<file path="config.mk">
export PLATFORM = sky130hd
export DESIGN_NAME = pbr_timer
export DESIGN_NICKNAME = d
export VERILOG_FILES = /design/src/rtl/pbr_startup.v /design/src/rtl/pbr_tick.v /design/src/rtl/pbr_timer.v
export VERILOG_INCLUDE_DIRS = /design/src /design/src/rtl
export SDC_FILE = /design/constraint.sdc
export NUM_CORES = 1
export LEC_CHECK = 0
export ABC_AREA = 0
export CAP_MARGIN = 20
export CORE_ASPECT_RATIO = 1.1
export CORE_MARGIN = 2
export CORE_UTILIZATION = 53
export DETAILED_ROUTE_END_ITERATION = 12
export DONT_BUFFER_PORTS = 1
export GPL_TIMING_DRIVEN = 0
export PLACE_DENSITY = 0.68
export SLEW_MARGIN = 20
export SYNTH_ARGS = -nofsm -noshare
export SYNTH_HDL_FRONTEND = slang
export SYNTH_HIERARCHICAL = 1
export SYNTH_SLANG_ARGS = --single-unit
export TNS_END_PERCENT = 10
</file>
<file path="constraint.sdc">
create_clock -name sys_clk_i -period 2.35 [get_ports sys_clk_i]
set_clock_uncertainty 0.05 [all_clocks]
set_input_delay 0.5875 -clock sys_clk_i [delete_from_list [all_inputs] [get_ports sys_clk_i]]
set_output_delay 0.5875 -clock sys_clk_i [all_outputs]
set_load 0.02 [all_outputs]
</file>
<file path="src/rtl/pbr_map.vh">
// Timing and encoding constants for the push-button reset timer.
`ifndef PBR_MAP_VH
`define PBR_MAP_VH
// ----------------------------------------------------------------------------
// Variant encodings
// ----------------------------------------------------------------------------
`define PBR_VAR_LEVEL 2'h0
`define PBR_VAR_DUAL_PULSE 2'h1
`define PBR_VAR_SINGLE 2'h2
// ----------------------------------------------------------------------------
// Times in their own units
// ----------------------------------------------------------------------------
`define PBR_CLK_HZ 50000000
`define PBR_TICK_US 1000
`define PBR_STARTUP_US 300
`define PBR_HOLD_LONG_MS 12500
`define PBR_HOLD_STD_MS 7500
`define PBR_HOLD_ZERO_MS 0
`define PBR_PULSE_MS 400
// ----------------------------------------------------------------------------
// Derived counts
// ----------------------------------------------------------------------------
`define PBR_TICK_CYC ((`PBR_CLK_HZ / 1000000) * `PBR_TICK_US)
`define PBR_STARTUP_CYC ((`PBR_CLK_HZ / 1000000) * `PBR_STARTUP_US)
`define PBR_HOLD_LONG_TK (`PBR_HOLD_LONG_MS * 1000 / `PBR_TICK_US)
`define PBR_HOLD_STD_TK (`PBR_HOLD_STD_MS * 1000 / `PBR_TICK_US)
`define PBR_HOLD_ZERO_TK (`PBR_HOLD_ZERO_MS * 1000 / `PBR_TICK_US)
`define PBR_PULSE_TK (`PBR_PULSE_MS * 1000 / `PBR_TICK_US)
`endif

</file>
<file path="src/rtl/pbr_startup.v">
// Start-up delay counter after reset release.
`timescale 1ns/1ps
module pbr_startup #(
  parameter CYC = 15000
) (
  input wire sys_clk_i,
  input wire rst_i,
  output reg ready_o
);
  reg [31:0] cnt_r;
  always @(posedge sys_clk_i or posedge rst_i) begin
    if (rst_i) begin
      cnt_r <= 32'h0000_0000;
      ready_o <= 1'b0;
    end else if (!ready_o) begin
      if (cnt_r >= CYC - 1) begin
        ready_o <= 1'b1;
      end else begin
        cnt_r <= cnt_r + 32'h0000_0001;
      end
    end
  end
endmodule // pbr_startup

</file>
<file path="src/rtl/pbr_tick.v">
// Divider that makes the one-cycle time base enable.
`timescale 1ns/1ps
module pbr_tick #(
  parameter DIV = 50000
) (
  input wire sys_clk_i,
  input wire rst_i,
  input wire run_i,
  output reg tick_o
);
  reg [31:0] cnt_r;
  always @(posedge sys_clk_i or posedge rst_i) begin
    if (rst_i) begin
      cnt_r <= 32'h0000_0000;
      tick_o <= 1'b0;
    end else if (!run_i) begin
      cnt_r <= 32'h0000_0000;
      tick_o <= 1'b0;
    end else if (cnt_r == DIV - 1) begin
      cnt_r <= 32'h0000_0000;
      tick_o <= 1'b1;
    end else begin
      cnt_r <= cnt_r + 32'h0000_0001;
      tick_o <= 1'b0;
    end
  end
endmodule // pbr_tick

</file>
<file path="src/rtl/pbr_timer.v">
// Push-button reset timer top level.
`timescale 1ns/1ps
`include "pbr_map.vh"
module pbr_timer #(
  parameter [1:0] VARIANT = `PBR_VAR_LEVEL,
  parameter TICK_CYC = `PBR_TICK_CYC,
  parameter STARTUP_CYC = `PBR_STARTUP_CYC,
  parameter HOLD_HI_TK = `PBR_HOLD_LONG_TK,
  parameter HOLD_LO_TK = `PBR_HOLD_STD_TK,
  parameter HOLD_PHI_TK = `PBR_HOLD_ZERO_TK,
  parameter PULSE_TK = `PBR_PULSE_TK,
  parameter CW = 16
) (
  input wire sys_clk_i,
  input wire rst_i,
  input wire first_button_in_n_i,
  input wire second_button_in_n_i,
  input wire delay_select_pin_i,
  output reg rst_out_n_o,
  output reg rst_out_oe_o
);
  // --------------------------------------------------------------------------
  // States
  // --------------------------------------------------------------------------
  localparam [1:0] ST_IDLE = 2'h0;
  localparam [1:0] ST_HOLD = 2'h1;
  localparam [1:0] ST_ASSERT = 2'h2;
  localparam [1:0] ST_WAIT = 2'h3;

  localparam IS_LEVEL = (VARIANT == `PBR_VAR_LEVEL);
  localparam IS_SINGLE = (VARIANT == `PBR_VAR_SINGLE);

  wire ready;
  wire tick;
  reg [1:0] state_r;
  reg [1:0] state_nxt;
  reg [CW-1:0] cnt_r;
  reg [CW-1:0] cnt_nxt;
  reg sel_r;
  reg assert_nxt;

  // --------------------------------------------------------------------------
  // Time base and start-up
  // --------------------------------------------------------------------------
  pbr_startup #(.CYC(STARTUP_CYC)) u_startup (
    .sys_clk_i(sys_clk_i),
    .rst_i(rst_i),
    .ready_o(ready)
  );

  // The divider restarts at each hold so a hold is never short by a partial tick.
  pbr_tick #(.DIV(TICK_CYC)) u_tick (
    .sys_clk_i(sys_clk_i),
    .rst_i(rst_i),
    .run_i(state_r == ST_HOLD || state_r == ST_ASSERT),
    .tick_o(tick)
  );

  // With one button the second input is not monitored at all.
  wire pressed = IS_SINGLE ? !first_button_in_n_i
                           : (!first_button_in_n_i && !second_button_in_n_i);

  // Hold delay in ticks for the sampled select level.
  function [CW-1:0] hold_len;
    input sel;
    begin
      if (IS_LEVEL) begin
        hold_len = sel ? HOLD_HI_TK[CW-1:0] : HOLD_LO_TK[CW-1:0];
      end else begin
        hold_len = sel ? HOLD_PHI_TK[CW-1:0] : HOLD_LO_TK[CW-1:0];
      end
    end
  endfunction

  // --------------------------------------------------------------------------
  // Select sampling
  // --------------------------------------------------------------------------
  // The select pin is only trusted at power-up or while a button is up; the
  // system is expected to change it only then.
  always @(posedge sys_clk_i or posedge rst_i) begin
    if (rst_i) begin
      sel_r <= 1'b0;
    end else if (!ready || !pressed) begin
      sel_r <= delay_select_pin_i;
    end
  end

  // --------------------------------------------------------------------------
  // Control
  // --------------------------------------------------------------------------
  always @* begin
    state_nxt = state_r;
    cnt_nxt = cnt_r;
    assert_nxt = 1'b0;
    case (state_r)
      ST_IDLE: begin
        cnt_nxt = {CW{1'b0}};
        if (ready && pressed) begin
          if (hold_len(sel_r) == {CW{1'b0}}) begin
            state_nxt = ST_ASSERT;
            assert_nxt = 1'b1;
          end else begin
            state_nxt = ST_HOLD;
          end
        end
      end
      ST_HOLD: begin
        if (!pressed) begin
          state_nxt = ST_IDLE;
          cnt_nxt = {CW{1'b0}};
        end else if (tick && cnt_r >= hold_len(sel_r) - 1'b1) begin
          state_nxt = ST_ASSERT;
          cnt_nxt = {CW{1'b0}};
          assert_nxt = 1'b1;
        end else if (tick) begin
          cnt_nxt = cnt_r + 1'b1;
        end
      end
      ST_ASSERT: begin
        if (IS_LEVEL) begin
          if (!pressed) begin
            state_nxt = ST_IDLE;
          end else begin
            assert_nxt = 1'b1;
          end
        end else if (tick && cnt_r >= PULSE_TK[CW-1:0] - 1'b1) begin
          // Inputs are only looked at once the pulse is over.
          state_nxt = ST_WAIT;
          cnt_nxt = {CW{1'b0}};
        end else begin
          assert_nxt = 1'b1;
          if (tick) begin
            cnt_nxt = cnt_r + 1'b1;
          end
        end
      end
      ST_WAIT: begin
        if (!pressed) begin
          state_nxt = ST_IDLE;
        end
      end
      default: begin
        state_nxt = ST_IDLE;
      end
    endcase
  end

  always @(posedge sys_clk_i or posedge rst_i) begin
    if (rst_i) begin
      state_r <= ST_IDLE;
      cnt_r <= {CW{1'b0}};
      rst_out_n_o <= 1'b1;
      rst_out_oe_o <= 1'b0;
    end else begin
      state_r <= state_nxt;
      cnt_r <= cnt_nxt;
      rst_out_n_o <= !assert_nxt;
      rst_out_oe_o <= assert_nxt;
    end
  end
endmodule // pbr_timer

</file>
# Word level (Yosys, flattened, before mapping)
# Cells that the tools add are included.
# totals
reg_bits,87
wordCells,69
out_inout_bits,2
# classes
add_sub_neg,4
n_lt_le_gt_ge,2
n_eq_ne,8
n_bitwise,2
muxes,27
n_reduce_logical,17
# op_table
cell,count
16-bit two-way mux,7
"32-bit by 1-bit adder with 32-bit output, second input constant",2
32-bit two-way mux,2
"32-bit by 16-bit equality test with 1-bit output, second input constant",1
"32-bit by 14-bit >= comparator with 1-bit output, second input constant",1
16-bit case mux with 2 select lines,1
"16-bit by 1-bit adder with 16-bit output, second input constant",1
16-bit >= comparator,1
16-bit logical NOT,1
"16-bit by 1-bit subtractor with 16-bit output, second input constant",1
14-bit two-way mux,1
2-bit two-way mux,5
1-bit two-way mux,9
2-bit case mux with 3 select lines,1
1-bit logical NOT,5
"2-bit equality test, second input constant",2
"2-bit inequality test, second input constant",2
"4-bit by 2-bit inequality test with 1-bit output, second input constant",1
2-bit AND reduction,2
1-bit logical AND,3
"3-bit by 2-bit inequality test with 1-bit output, second input constant",1
1-bit case mux with 3 select lines,1
3-bit AND reduction,1
"2-bit by 1-bit equality test with 1-bit output, second input constant",1
other kinds (5),7

# Logic depth before layout (Yosys ltp)
# Gate-level depths: netlist of run 1.
# depth
depth_word,11
mapped_depth,8
depth_no_buf,7

# Hierarchy
# The synthesis of run 1 kept the hierarchy.
# by_module_without_submodules
module,cells_each,seq_area_each_um2,n_inst,area_per_inst_um2
pbr_tick,185,825.8,1,1826.8
pbr_timer,141,526.8,1,1418.9
pbr_startup,110,825.8,1,1305.0

# Worst setup path before layout of run 1
# OpenSTA, ideal clock, no wires.
# synth_path
path_kind,register -> register
from,register sel_r
to,register state_r[0]
path_stages_with_launch,8
setup_slack_ps,371
t_arrival_ps,1804
required_time_ps,2175
cell_sequence,dfrtp_1 inv_1 ha_1 nand4_1 nor3b_1 o211ai_1 a31oi_1 mux2_2
# synth_via
elab_chain_len,8
# synth_rtl
item,line,source
start: declaration,pbr_timer.v:39,reg sel_r;
start signal: assignment,pbr_timer.v:84,sel_r <= delay_select_pin_i;
14-bit two-way mux *,pbr_timer.v:68,hold_len = sel ? HOLD_HI_TK[CW-1:0] : HOLD_LO_TK[CW-1:0];
16-bit two-way mux,pbr_timer.v:108,if (!pressed) begin
16-bit two-way mux,pbr_timer.v:95,case (state_r)
16-bit by 1-bit subtractor with 16-bit output,pbr_timer.v:111,end else if (tick && cnt_r >= hold_len(sel_r) - 1'b1) begin
16-bit >= comparator,pbr_timer.v:111,
1-bit logical AND,pbr_timer.v:111,
3-bit by 2-bit inequality test with 1-bit output (no line),--,
3-bit AND reduction (no line),--,
end signal: assignment,pbr_timer.v:155,state_r <= state_nxt;
end: declaration,pbr_timer.v:35,reg [1:0] state_r;
# Every way passes the cells marked *; elsewhere a longest branch is shown, timed or not. The select of a mux whose other input is x is not followed.
# A chain may end at the register's enable or synchronous reset.

# Final worst setup path of run 1
# layout_path
from,register u_tick.cnt_r[0]
to,register u_tick.cnt_r[3]
# layout_via
elab_chain_len,3
# layout_rtl
item,line,source
start: declaration,pbr_tick.v:11,reg [31:0] cnt_r;
start signal: assignment,pbr_tick.v:23,cnt_r <= cnt_r + 32'h0000_0001;
32-bit by 1-bit adder with 32-bit output / 32-bit by 16-bit equality test with 1-bit output (equally long branches),"pbr_tick.v:23, pbr_tick.v:19",
32-bit two-way mux *,pbr_tick.v:19,end else if (cnt_r == DIV - 1) begin
32-bit two-way mux *,pbr_tick.v:16,end else if (!run_i) begin
# Every way passes the cells marked *; elsewhere a longest branch is shown, timed or not.

==> results of run 1 <==
worst max-delay path: stages (launching register included):
cell and delay [ps]:
sky130_fd_sc_hd__dfrtp_1 390, sky130_fd_sc_hd__ha_1 210, sky130_fd_sc_hd__and3_1 160, sky130_fd_sc_hd__buf_2 200
sky130_fd_sc_hd__nand4_1 150, sky130_fd_sc_hd__o31ai_2 490, sky130_fd_sc_hd__buf_2 340, sky130_fd_sc_hd__nor2_1 80
registers in the layout (all words and copies together) (netlist names):
| name | cells |
|---|---|
| rst_out_n_o | 1 |
| u_startup/cnt_r | 32 |
| u_tick/cnt_r | 32 |
| u_startup/ready_o | 1 |
| cnt_r | 16 |
| rst_out_oe_o | 1 |
| sel_r | 1 |
| u_tick/tick_o | 1 |
| state_r | 2 |
per-stage QoR:
stage | instance area [µm²] | setup slack (ps)
finish | 4890 | 162
CTS | 4880 | 59.6
detailed placement | 4690 | 77.1
floorplan | 4550 | 371
global route | 4890 | -13.8
global placement | 4690 | 101
cell type report:
cell class / count / area share (%)
clock buffer: 9 / 2.53
clock inverter: 7 / 1.46
tap: 111 / 2.84
sequential: 87 / 44.6
inverter: 15 / 1.15
buffer: 31 / 3.33
multi-input combinational: 303 / 44.1
kinds of logic (layout without fill, tap and decap cells):
kind of cell / after synthesis / count (layout) / synth area share [%]
compound gates: 72 / 72 / 10.9
xor+xnor: 38 / 38 / 7.31
fa+ha+maj: 14 / 14 / 3.85
buf+inv: 46 / 62 / 4.81
flops: 87 / 87 / 47.9
mux: 2 / 2 / 0.577
simple gates: 177 / 177 / 24.7
report_power, final:
part | internal, µW | leakage (µW) | total (µW) | switching [µW]
Sequential | 1500 | 0.00119 | 1500 | 1.54
Clock | 415 | 0.0000931 | 1010 | 598
Combinational | 3.84 | 0.000689 | 36.8 | 32.9
Total | 1920 | 0.00198 | 2550 | 632
metal layers:
metal	global-route usage [%]	share of wire (%)	up-vias
met1	26.7	47	1623
met5	0	0	-
met3	4.09	2.5	11
met4	7.92	1.3	0
met2	34.9	49	49
li1	-	-	1597
placed cells by master, fill, tap and decap left out, types with 9 or more instances in the layout:
cell type and instances:
sky130_fd_sc_hd__dfrtp_1 85, sky130_fd_sc_hd__or4_1 11, sky130_fd_sc_hd__o21ai_0 12, sky130_fd_sc_hd__inv_1 13
sky130_fd_sc_hd__nor4_1 12, sky130_fd_sc_hd__xor2_1 13, sky130_fd_sc_hd__nand3_1 16, sky130_fd_sc_hd__nand4_1 26
sky130_fd_sc_hd__o31ai_1 11, sky130_fd_sc_hd__nor2_1 22, sky130_fd_sc_hd__ha_1 14, sky130_fd_sc_hd__xnor2_1 25
sky130_fd_sc_hd__nand2_1 26, sky130_fd_sc_hd__clkbuf_1 20, sky130_fd_sc_hd__and3_1 10, sky130_fd_sc_hd__a21oi_1 24
sky130_fd_sc_hd__a21oi_2 10, sky130_fd_sc_hd__clkbuf_8 9
final timing paths:
kind,cells past startpoint,from,to
max in group asynchronous,1,rst_i,sel_r$_DFFE_PP0N_
setup / recovery,7,u_tick/cnt_r[0]$_DFF_PP0_,u_tick/cnt_r[3]$_DFF_PP0_
min in group sys_clk_i,2,delay_select_pin_i,sel_r$_DFFE_PP0N_
hold reg to reg,1,u_startup/cnt_r[26]$_DFFE_PP0P_,u_startup/cnt_r[26]$_DFFE_PP0P_
setup reg to reg,7,u_tick/cnt_r[0]$_DFF_PP0_,u_tick/cnt_r[3]$_DFF_PP0_
hold / removal,1,rst_i,u_startup/cnt_r[13]$_DFFE_PP0P_
==> reports/summary.txt, run 1 <==
outcome - complete, no violations
area leader, netlist - sky130_fd_sc_hd__dfrtp_1
worst hold slack after final layout - 142 ps
number of rows in the core area - 35
post-DR wirelength/cell - 15.7 µm
Die Width - 92.4 µm
fin crit share - 93.1%
Boundary Pins - 7
Hold-fix buffers, CTS - 0
wire length of the first global-routing pass - 15,400 µm
Post-Syn Instances - 436
worst setup path class - flip-flop to flip-flop
gpl congestion - 0.819
final critical path time including I/O delays and setup - 2190 ps
cts bufs inserted - 9
Slew Limit Headroom - 46.1%
Synth Flop Type - sky130_fd_sc_hd__dfrtp_1
initial detailed-routing violation count - 93
leak pwr - 0.00198 µW
Sequential Area - 2180 µm²
antenna violations before repair - 0
pwr dens - 521 nW/µm²
Yosys cell types - 60
async set-or-reset flop fraction in the synthesized netlist - 100%
Floorplan Core Area - 8360 µm²
maximum number of pins on one net before global-route repair - 34
die height - 101 µm
EDFF count, synth - 0
die area - 9340 µm²
residual DRC count - 0
Crit. End Element - flip-flop
Max Freq - 457 MHz
Seq cells post-synth - 87
number of warning messages in the yosys log - 6
GRT overflow - 0
total negative slack - 0 ps
number of global-route vias before repair - 3,344
clock network latency to the later pin of the worst-skew pair - 360 ps
Synth area leaders - sky130_fd_sc_hd__dfrtp_1 47%, sky130_fd_sc_hd__xnor2_1 4.8%, sky130_fd_sc_hd__ha_1 3.8%, sky130_fd_sc_hd__nand4_1 3.6%, sky130_fd_sc_hd__a21oi_1 2.6%
PnR Total Power - 2550 µW
clock slew seen by the registers of the worst setup and hold paths - 100 ps
cell with the most instances after synthesis - sky130_fd_sc_hd__dfrtp_1
count of vias placed by the detailed router - 3,280
H-tree depth reported by CTS - 3
maximum clock insertion buffer count - 2
leading cell types by count after synthesis - 86 x sky130_fd_sc_hd__dfrtp_1, 26 x sky130_fd_sc_hd__nand2_1, 26 x sky130_fd_sc_hd__nand4_1
antenna diode instance count - 0
FILL cells - 709
Worst Path Arrival - 2370 ps
Starting Density - 54.4%
CTS Root Buffer Type - sky130_fd_sc_hd__clkbuf_8
share of Yosys cell area claimed by the top area cell type - 47.3%
detailed placement HPWL - 6250 µm
TritonCTS clock tree - done
Port-buffer cells - 0
Least-Margin Pin Slew - 807 ps
Mean Syn Cell Area - 10.4 µm²
number of clock sinks - 87
number of cells after detailed placement - 547
total detailed-routing wirelength - 8840 µm
top fanout value on the critical path - 10
Finish-stage setup viols - 0
number of standard cells in the layout, taps in and fillers out - 563
Critical Path Source Type - flip-flop
Antenna Violating Nets Remaining - 0
Post-layout nets - 466
fraction of final layout cells with drive strength greater than 1 - 15.3%
mapped cell area - 4550 µm²
final-report max-slew violation count - 0
count of instances resized after the clock tree is built - 0
routed via count divided by cell count - 5.83
Mapped Nets - 455
number of detailed-routing iterations run before antenna repair - 4
post-CTS setup buffer count - 0
Core Util, Final - 58.5%
class of the tightest hold or removal check - input pin to asynchronous set/reset pin
hold violation total from the final report - 0
number of maximum-capacitance constraint violations - 0
CP required - 2540 ps
sequential fraction of the synthesis area - 47.9%
area delta synth->final - 7.48%
reg-to-reg setup timing slack - 160 ps
footprint of the multi-input gates - 2160 µm²
combined global-route utilization of all metal layers - 20.7%
worst supply voltage drop on vdd - 260 µV
Power figures use the tool's default switching activity.
==> inputs of run 2 (changes only) <==
- HOLD_SLACK_MARGIN: not set -> 0.15
==> run 2 against run 1 <==
  * Die area unchanged
  * Power hardly changed
  * Global-route usage is essentially flat
  * Combinational power up 4%
  * Routed wire length up 0.16%
  * Sequential share of layout area down 0.091 points
  * Largest cell class unchanged
  * Highest routed layer unchanged
  * Sequential power about the same
  * Fmax fell by 1.2%
==> reports/summary.txt, run 2 (synthesized netlist as in run 1, its figures left out) <==
die height - 101 µm
capture point of the worst path - state_r[0]$_DFFE_PP0P_
cells traversed along the worst timing path - inv_1 -> ha_1 -> nand4_1 -> nor3b_2 -> o211ai_1 -> a31oi_1 -> mux2_2
number of detailed-routing iterations run before antenna repair - 4
number of rows in the core area - 35
final critical path time including I/O delays and setup - 2210 ps
Antenna Violating Nets Remaining - 0
post-CTS setup buffer count - 0
Cell Int Power - 1920 µW
number of global-route vias before repair - 3,349
count of vias placed by the detailed router - 3,305
total negative slack - 0 ps
worst supply voltage drop on vdd - 261 µV
CP required - 2550 ps
leak pwr - 0.00198 µW
Post-layout nets - 467
final-report max-slew violation count - 0
Worst R2R Start - sel_r$_DFFE_PP0N_
library cell contributing the largest single delay on the critical path - sky130_fd_sc_hd__dfrtp_2
fraction of final layout cells with drive strength greater than 1 - 15.2%
Boundary Pins - 7
switch share - 24.8%
R2R cell count - 7
number of maximum-capacitance constraint violations - 0
worst setup path class - flip-flop to flip-flop
outcome - complete, no violations
number of clock sinks - 87
maximum clock insertion buffer count - 2
antenna violations before repair - 0
residual DRC count - 0
Floorplan Core Area - 8360 µm²
clock network latency to the later pin of the worst-skew pair - 360 ps
commonest cells after routing, fill and taps aside - 85 x sky130_fd_sc_hd__dfrtp_1, 26 x sky130_fd_sc_hd__nand4_1, 26 x sky130_fd_sc_hd__nand2_1, 25 x sky130_fd_sc_hd__xnor2_1, 24 x sky130_fd_sc_hd__a21oi_1
total detailed-routing wirelength - 8850 µm
proportion of power drawn by flip-flops and latches - 58.8%
reg-to-reg setup timing slack - 140 ps
Least-Margin Pin Slew - 807 ps
combinational group share of total power - 1.5%
area delta synth->final - 7.70%
wire length of the first global-routing pass - 15,400 µm
timing startpoint of the critical path - sel_r$_DFFE_PP0N_
Core Util, Final - 58.6%
antenna diode instance count - 0
clock share of power - 39.7%
Worst Path Arrival - 2410 ps
Slew Limit Headroom - 46.2%
fin crit share - 94.2%
clock slew seen by the registers of the worst setup and hold paths - 110 ps
class of the tightest hold or removal check - input pin to asynchronous set/reset pin
Crit. End Element - flip-flop
GRT overflow - 0
cts bufs inserted - 9
Finish-stage setup viols - 0
gpl congestion - 0.819
initial detailed-routing violation count - 120
CTS Root Buffer Type - sky130_fd_sc_hd__clkbuf_8
Die Width - 92.4 µm
hold violation total from the final report - 0
Max Freq - 452 MHz
Net Switching - 633 µW
Worst path max stage delay - 420 ps
die area - 9340 µm²
most common cell after layout, fill and taps aside - sky130_fd_sc_hd__dfrtp_1
detailed placement HPWL - 6250 µm
TritonCTS clock tree - done
top fanout value on the critical path - 5
Starting Density - 54.4%
Port-buffer cells - 0
post-DR wirelength/cell - 15.7 µm
pwr dens - 520 nW/µm²
combined global-route utilization of all metal layers - 20.7%
maximum number of pins on one net before global-route repair - 34
routed via count divided by cell count - 5.86
largest registers in the final layout - u_startup/cnt_r (32), u_tick/cnt_r (32), cnt_r (16)
capture instance of the worst register-to-register path - state_r[0]$_DFFE_PP0P_
Critical Path Source Type - flip-flop
H-tree depth reported by CTS - 3
## run 2: cell types whose count changed in the layout (fill, tap and decap cells not counted), sizes merged
cell,before,now
dlygate4sd3,0,1
## run 2: what timing repair did
action	4_1_cts	5_1_grt
hold buffers	1	0
resized for setup	0	2
hold endpoints to repair	18	0
setup endpoints to repair	0	11
## run 2: how the worst min path moves through the flow
stage	from	to	slack [ps]
after floorplan	u_startup/cnt_r[19]$_DFFE_PP0P_	u_startup/cnt_r[19]$_DFFE_PP0P_	380
final	rst_i	u_tick/cnt_r[30]$_DFF_PP0_	150
after detailed placement	u_startup/cnt_r[26]$_DFFE_PP0P_	u_startup/cnt_r[26]$_DFFE_PP0P_	400
after global routing	rst_i	u_tick/cnt_r[30]$_DFF_PP0_	190
after CTS	rst_i	u_tick/cnt_r[30]$_DFF_PP0_	170
after global placement	u_startup/cnt_r[26]$_DFFE_PP0P_	u_startup/cnt_r[26]$_DFFE_PP0P_	390
## run 2: worst max-delay path: cells and delay by family, from the launching register on
| family | cells | cell delay [ps] |
|---|---|---|
| buffers and inverters | 1 | 110 |
| AOI/OAI and AO/OA | 2 | 470 |
| muxes | 1 | 350 |
| adders and majority gates | 1 | 320 |
| DFF | 1 | 420 |
| and+or+nand+nor | 2 | 380 |
## run 2: layout make-up
type / count / area (µm²)
plain buffers: 31 / 163
well taps: 111 / 139
multi-input cells: 303 / 2160
clock buffers: 9 / 124
fillers: 710 / 3460
repair buffers: 1 / 10.0
flip-flops and latches: 87 / 2180
clock inverters: 7 / 71.3
inverters: 15 / 56.3
## run 2: metrics by stage
stage | hold slack (ps) | std cells | setup slack [ps] | instance area (µm²) | total power (µW)
after floorplan | 379 | 436 | 371 | 4550 | 1560
after global routing | 188 | 564 | -13.8 | 4900 | 2660
after detailed placement | 399 | 547 | 77.1 | 4690 | 1570
after global placement | 390 | 547 | 101 | 4690 | 1570
after CTS | 166 | 564 | 59.6 | 4890 | 2590
final | 150 | 564 | 137 | 4900 | 2550
## run 2: routing by layer
layer / track usage (%) / vias up / wire length [µm]
met4: 7.92 / 0 / 111
met2: 34.9 / 54 / 4390
li1: - / 1600 / -
met5: 0 / - / 0
met1: 26.7 / 1640 / 4110
met3: 4.09 / 11 / 235
## run 2: power by group through the flow
stage          Sequential, µW  Clock, µW  Combinational [µW]
2_1_floorplan            1530          0                28.2
3_3_place_gp             1530          0                37.2
3_5_place_dp             1530          0                39.2
4_1_cts                  1500       1050                40.8
5_1_grt                  1500       1120                46.7
6_report                 1500       1010                38.3
==> inputs of run 3 (changes only) <==
- HOLD_SLACK_MARGIN: 0.15 -> 0.06
- MAX_ROUTING_LAYER: not set -> met4
==> run 3 against run 2 <==
  * Clock power about the same
  * Die area unchanged
  * Global-route usage increased by 0.66 points
  * Via count about the same
  * Sequential power about the same
  * Power about the same
  * Critical path depth unchanged
  * Combinational power decreased by 4%
  * Non-clock buffer count decreased by 1
  * Sequential share of layout area increased by 0.091 points
  * Critical endpoint unchanged
==> reports/summary.txt, run 3 (synthesized netlist as in run 1, its figures left out) <==
number of clock sinks - 87
maximum clock insertion buffer count - 2
Least-Margin Pin Slew - 807 ps
die area - 9340 µm²
worst setup path class - flip-flop to flip-flop
worst hold slack after final layout - 143 ps
wire length of the first global-routing pass - 15,400 µm
initial detailed-routing violation count - 99
most common cell after layout, fill and taps aside - sky130_fd_sc_hd__dfrtp_1
worst supply voltage drop on vdd - 263 µV
Starting Density - 54.4%
routed via count divided by cell count - 5.88
post-DR wirelength/cell - 15.8 µm
total detailed-routing wirelength - 8880 µm
class of the tightest hold or removal check - input pin to asynchronous set/reset pin
fraction of final layout cells with drive strength greater than 1 - 15.3%
Worst Path Arrival - 2400 ps
combined global-route utilization of all metal layers - 21.4%
number of global-route vias before repair - 3,341
final critical path time including I/O delays and setup - 2210 ps
Die Width - 92.4 µm
hold violation total from the final report - 0
final-report max-slew violation count - 0
antenna violations before repair - 0
fin crit share - 93.9%
Critical Path Source Type - flip-flop
CP required - 2550 ps
Core Util, Final - 58.5%
number of rows in the core area - 35
final instance area - 4890 µm²
antenna diode instance count - 0
outcome - complete, no violations
TritonCTS clock tree - done
count of vias placed by the detailed router - 3,308
cts bufs inserted - 9
pwr dens - 521 nW/µm²
GRT overflow - 0
Crit. End Element - flip-flop
Post-layout nets - 466
Floorplan Core Area - 8360 µm²
number of detailed-routing iterations run before antenna repair - 4
Max Freq - 453 MHz
leak pwr - 0.00198 µW
CTS Root Buffer Type - sky130_fd_sc_hd__clkbuf_8
number of maximum-capacitance constraint violations - 0
die height - 101 µm
clock slew seen by the registers of the worst setup and hold paths - 100 ps
Hold-fix buffers, CTS - 0
largest registers in the final layout - u_startup/cnt_r (32), u_tick/cnt_r (32), cnt_r (16)
count of instances resized after the clock tree is built - 0
gpl congestion - 0.831
residual DRC count - 0
clock network latency to the later pin of the worst-skew pair - 360 ps
Finish-stage setup viols - 0
post-CTS setup buffer count - 0
Antenna Violating Nets Remaining - 0
total placed instance area - 4690 µm²
PnR Total Power - 2550 µW
Slew Limit Headroom - 46.1%
top fanout value on the critical path - 5
Boundary Pins - 7
maximum number of pins on one net before global-route repair - 34
H-tree depth reported by CTS - 3
Port-buffer cells - 0
detailed placement HPWL - 6250 µm
area delta synth->final - 7.48%
commonest cells after routing, fill and taps aside - 85 x sky130_fd_sc_hd__dfrtp_1, 26 x sky130_fd_sc_hd__nand4_1, 26 x sky130_fd_sc_hd__nand2_1, 25 x sky130_fd_sc_hd__xnor2_1, 24 x sky130_fd_sc_hd__a21oi_1
==> run 3: cell types whose count changed in the layout (fill, tap and decap cells not counted), sizes merged <==
cell / before / now
dlygate4sd3: 1 / 0
==> run 3: critical path, stage by stage (launching register included) <==
cell and delay, ps:
sky130_fd_sc_hd__dfrtp_2 420, sky130_fd_sc_hd__inv_1 110, sky130_fd_sc_hd__ha_1 320, sky130_fd_sc_hd__nand4_1 120, sky130_fd_sc_hd__nor3b_2 260, sky130_fd_sc_hd__o211ai_1 230
sky130_fd_sc_hd__a31oi_1 240, sky130_fd_sc_hd__mux2_2 350
==> run 3: per-stage QoR <==
step                cells  setup slack, ps  setup TNS (ps)
global route          563            -14.0           -14.0
finish                563              142               0
detailed placement    547             77.1               0
floorplan             436              371               0
global placement      547              101               0
CTS                   563             59.6               0
==> run 3: final cells by class <==
cell class	instances	area (µm²)
Sequential cell	87	2180
Tap cell	111	139
Inverter	15	56.3
Fill cell	709	3470
Multi-Input combinational cell	303	2160
Clock inverter	7	71.3
Buffer	31	163
Clock buffer	9	124
==> run 3: routing by layer <==
layer / track usage [%] / part of all wire [%] / vias up / routed length [µm]
li1: - / - / 1600 / -
met2: 34.9 / 49 / 46 / 4340
met4: 7.58 / 1.4 / 0 / 126
met1: 26.7 / 47 / 1648 / 4180
met5: - / 0 / - / 0
met3: 4.32 / 2.5 / 14 / 224
==> run 3: power by group <==
group	leakage [µW]	internal, µW	total [µW]	switching (µW)
registers	0.00119	1500	1500	1.54
logic	0.000689	3.84	36.9	33.0
clock network	0.0000931	415	1010	599
total	0.00198	1920	2550	634
==> run 3: worst paths after layout <==
| path | start | endpoint | slack (ps) | cells after the start |
|---|---|---|---|---|
| hold reg to reg | u_startup/cnt_r[26]$_DFFE_PP0P_ | u_startup/cnt_r[26]$_DFFE_PP0P_ | 410 | 1 |
| hold / removal | rst_i | u_startup/cnt_r[13]$_DFFE_PP0P_ | 140 | 1 |
| setup reg to reg | sel_r$_DFFE_PP0N_ | state_r[0]$_DFFE_PP0P_ | 140 | 7 |
| min in group sys_clk_i | delay_select_pin_i | sel_r$_DFFE_PP0N_ | 330 | 2 |
| setup / recovery | sel_r$_DFFE_PP0N_ | state_r[0]$_DFFE_PP0P_ | 140 | 7 |
| max in group asynchronous | rst_i | sel_r$_DFFE_PP0N_ | 1480 | 1 |
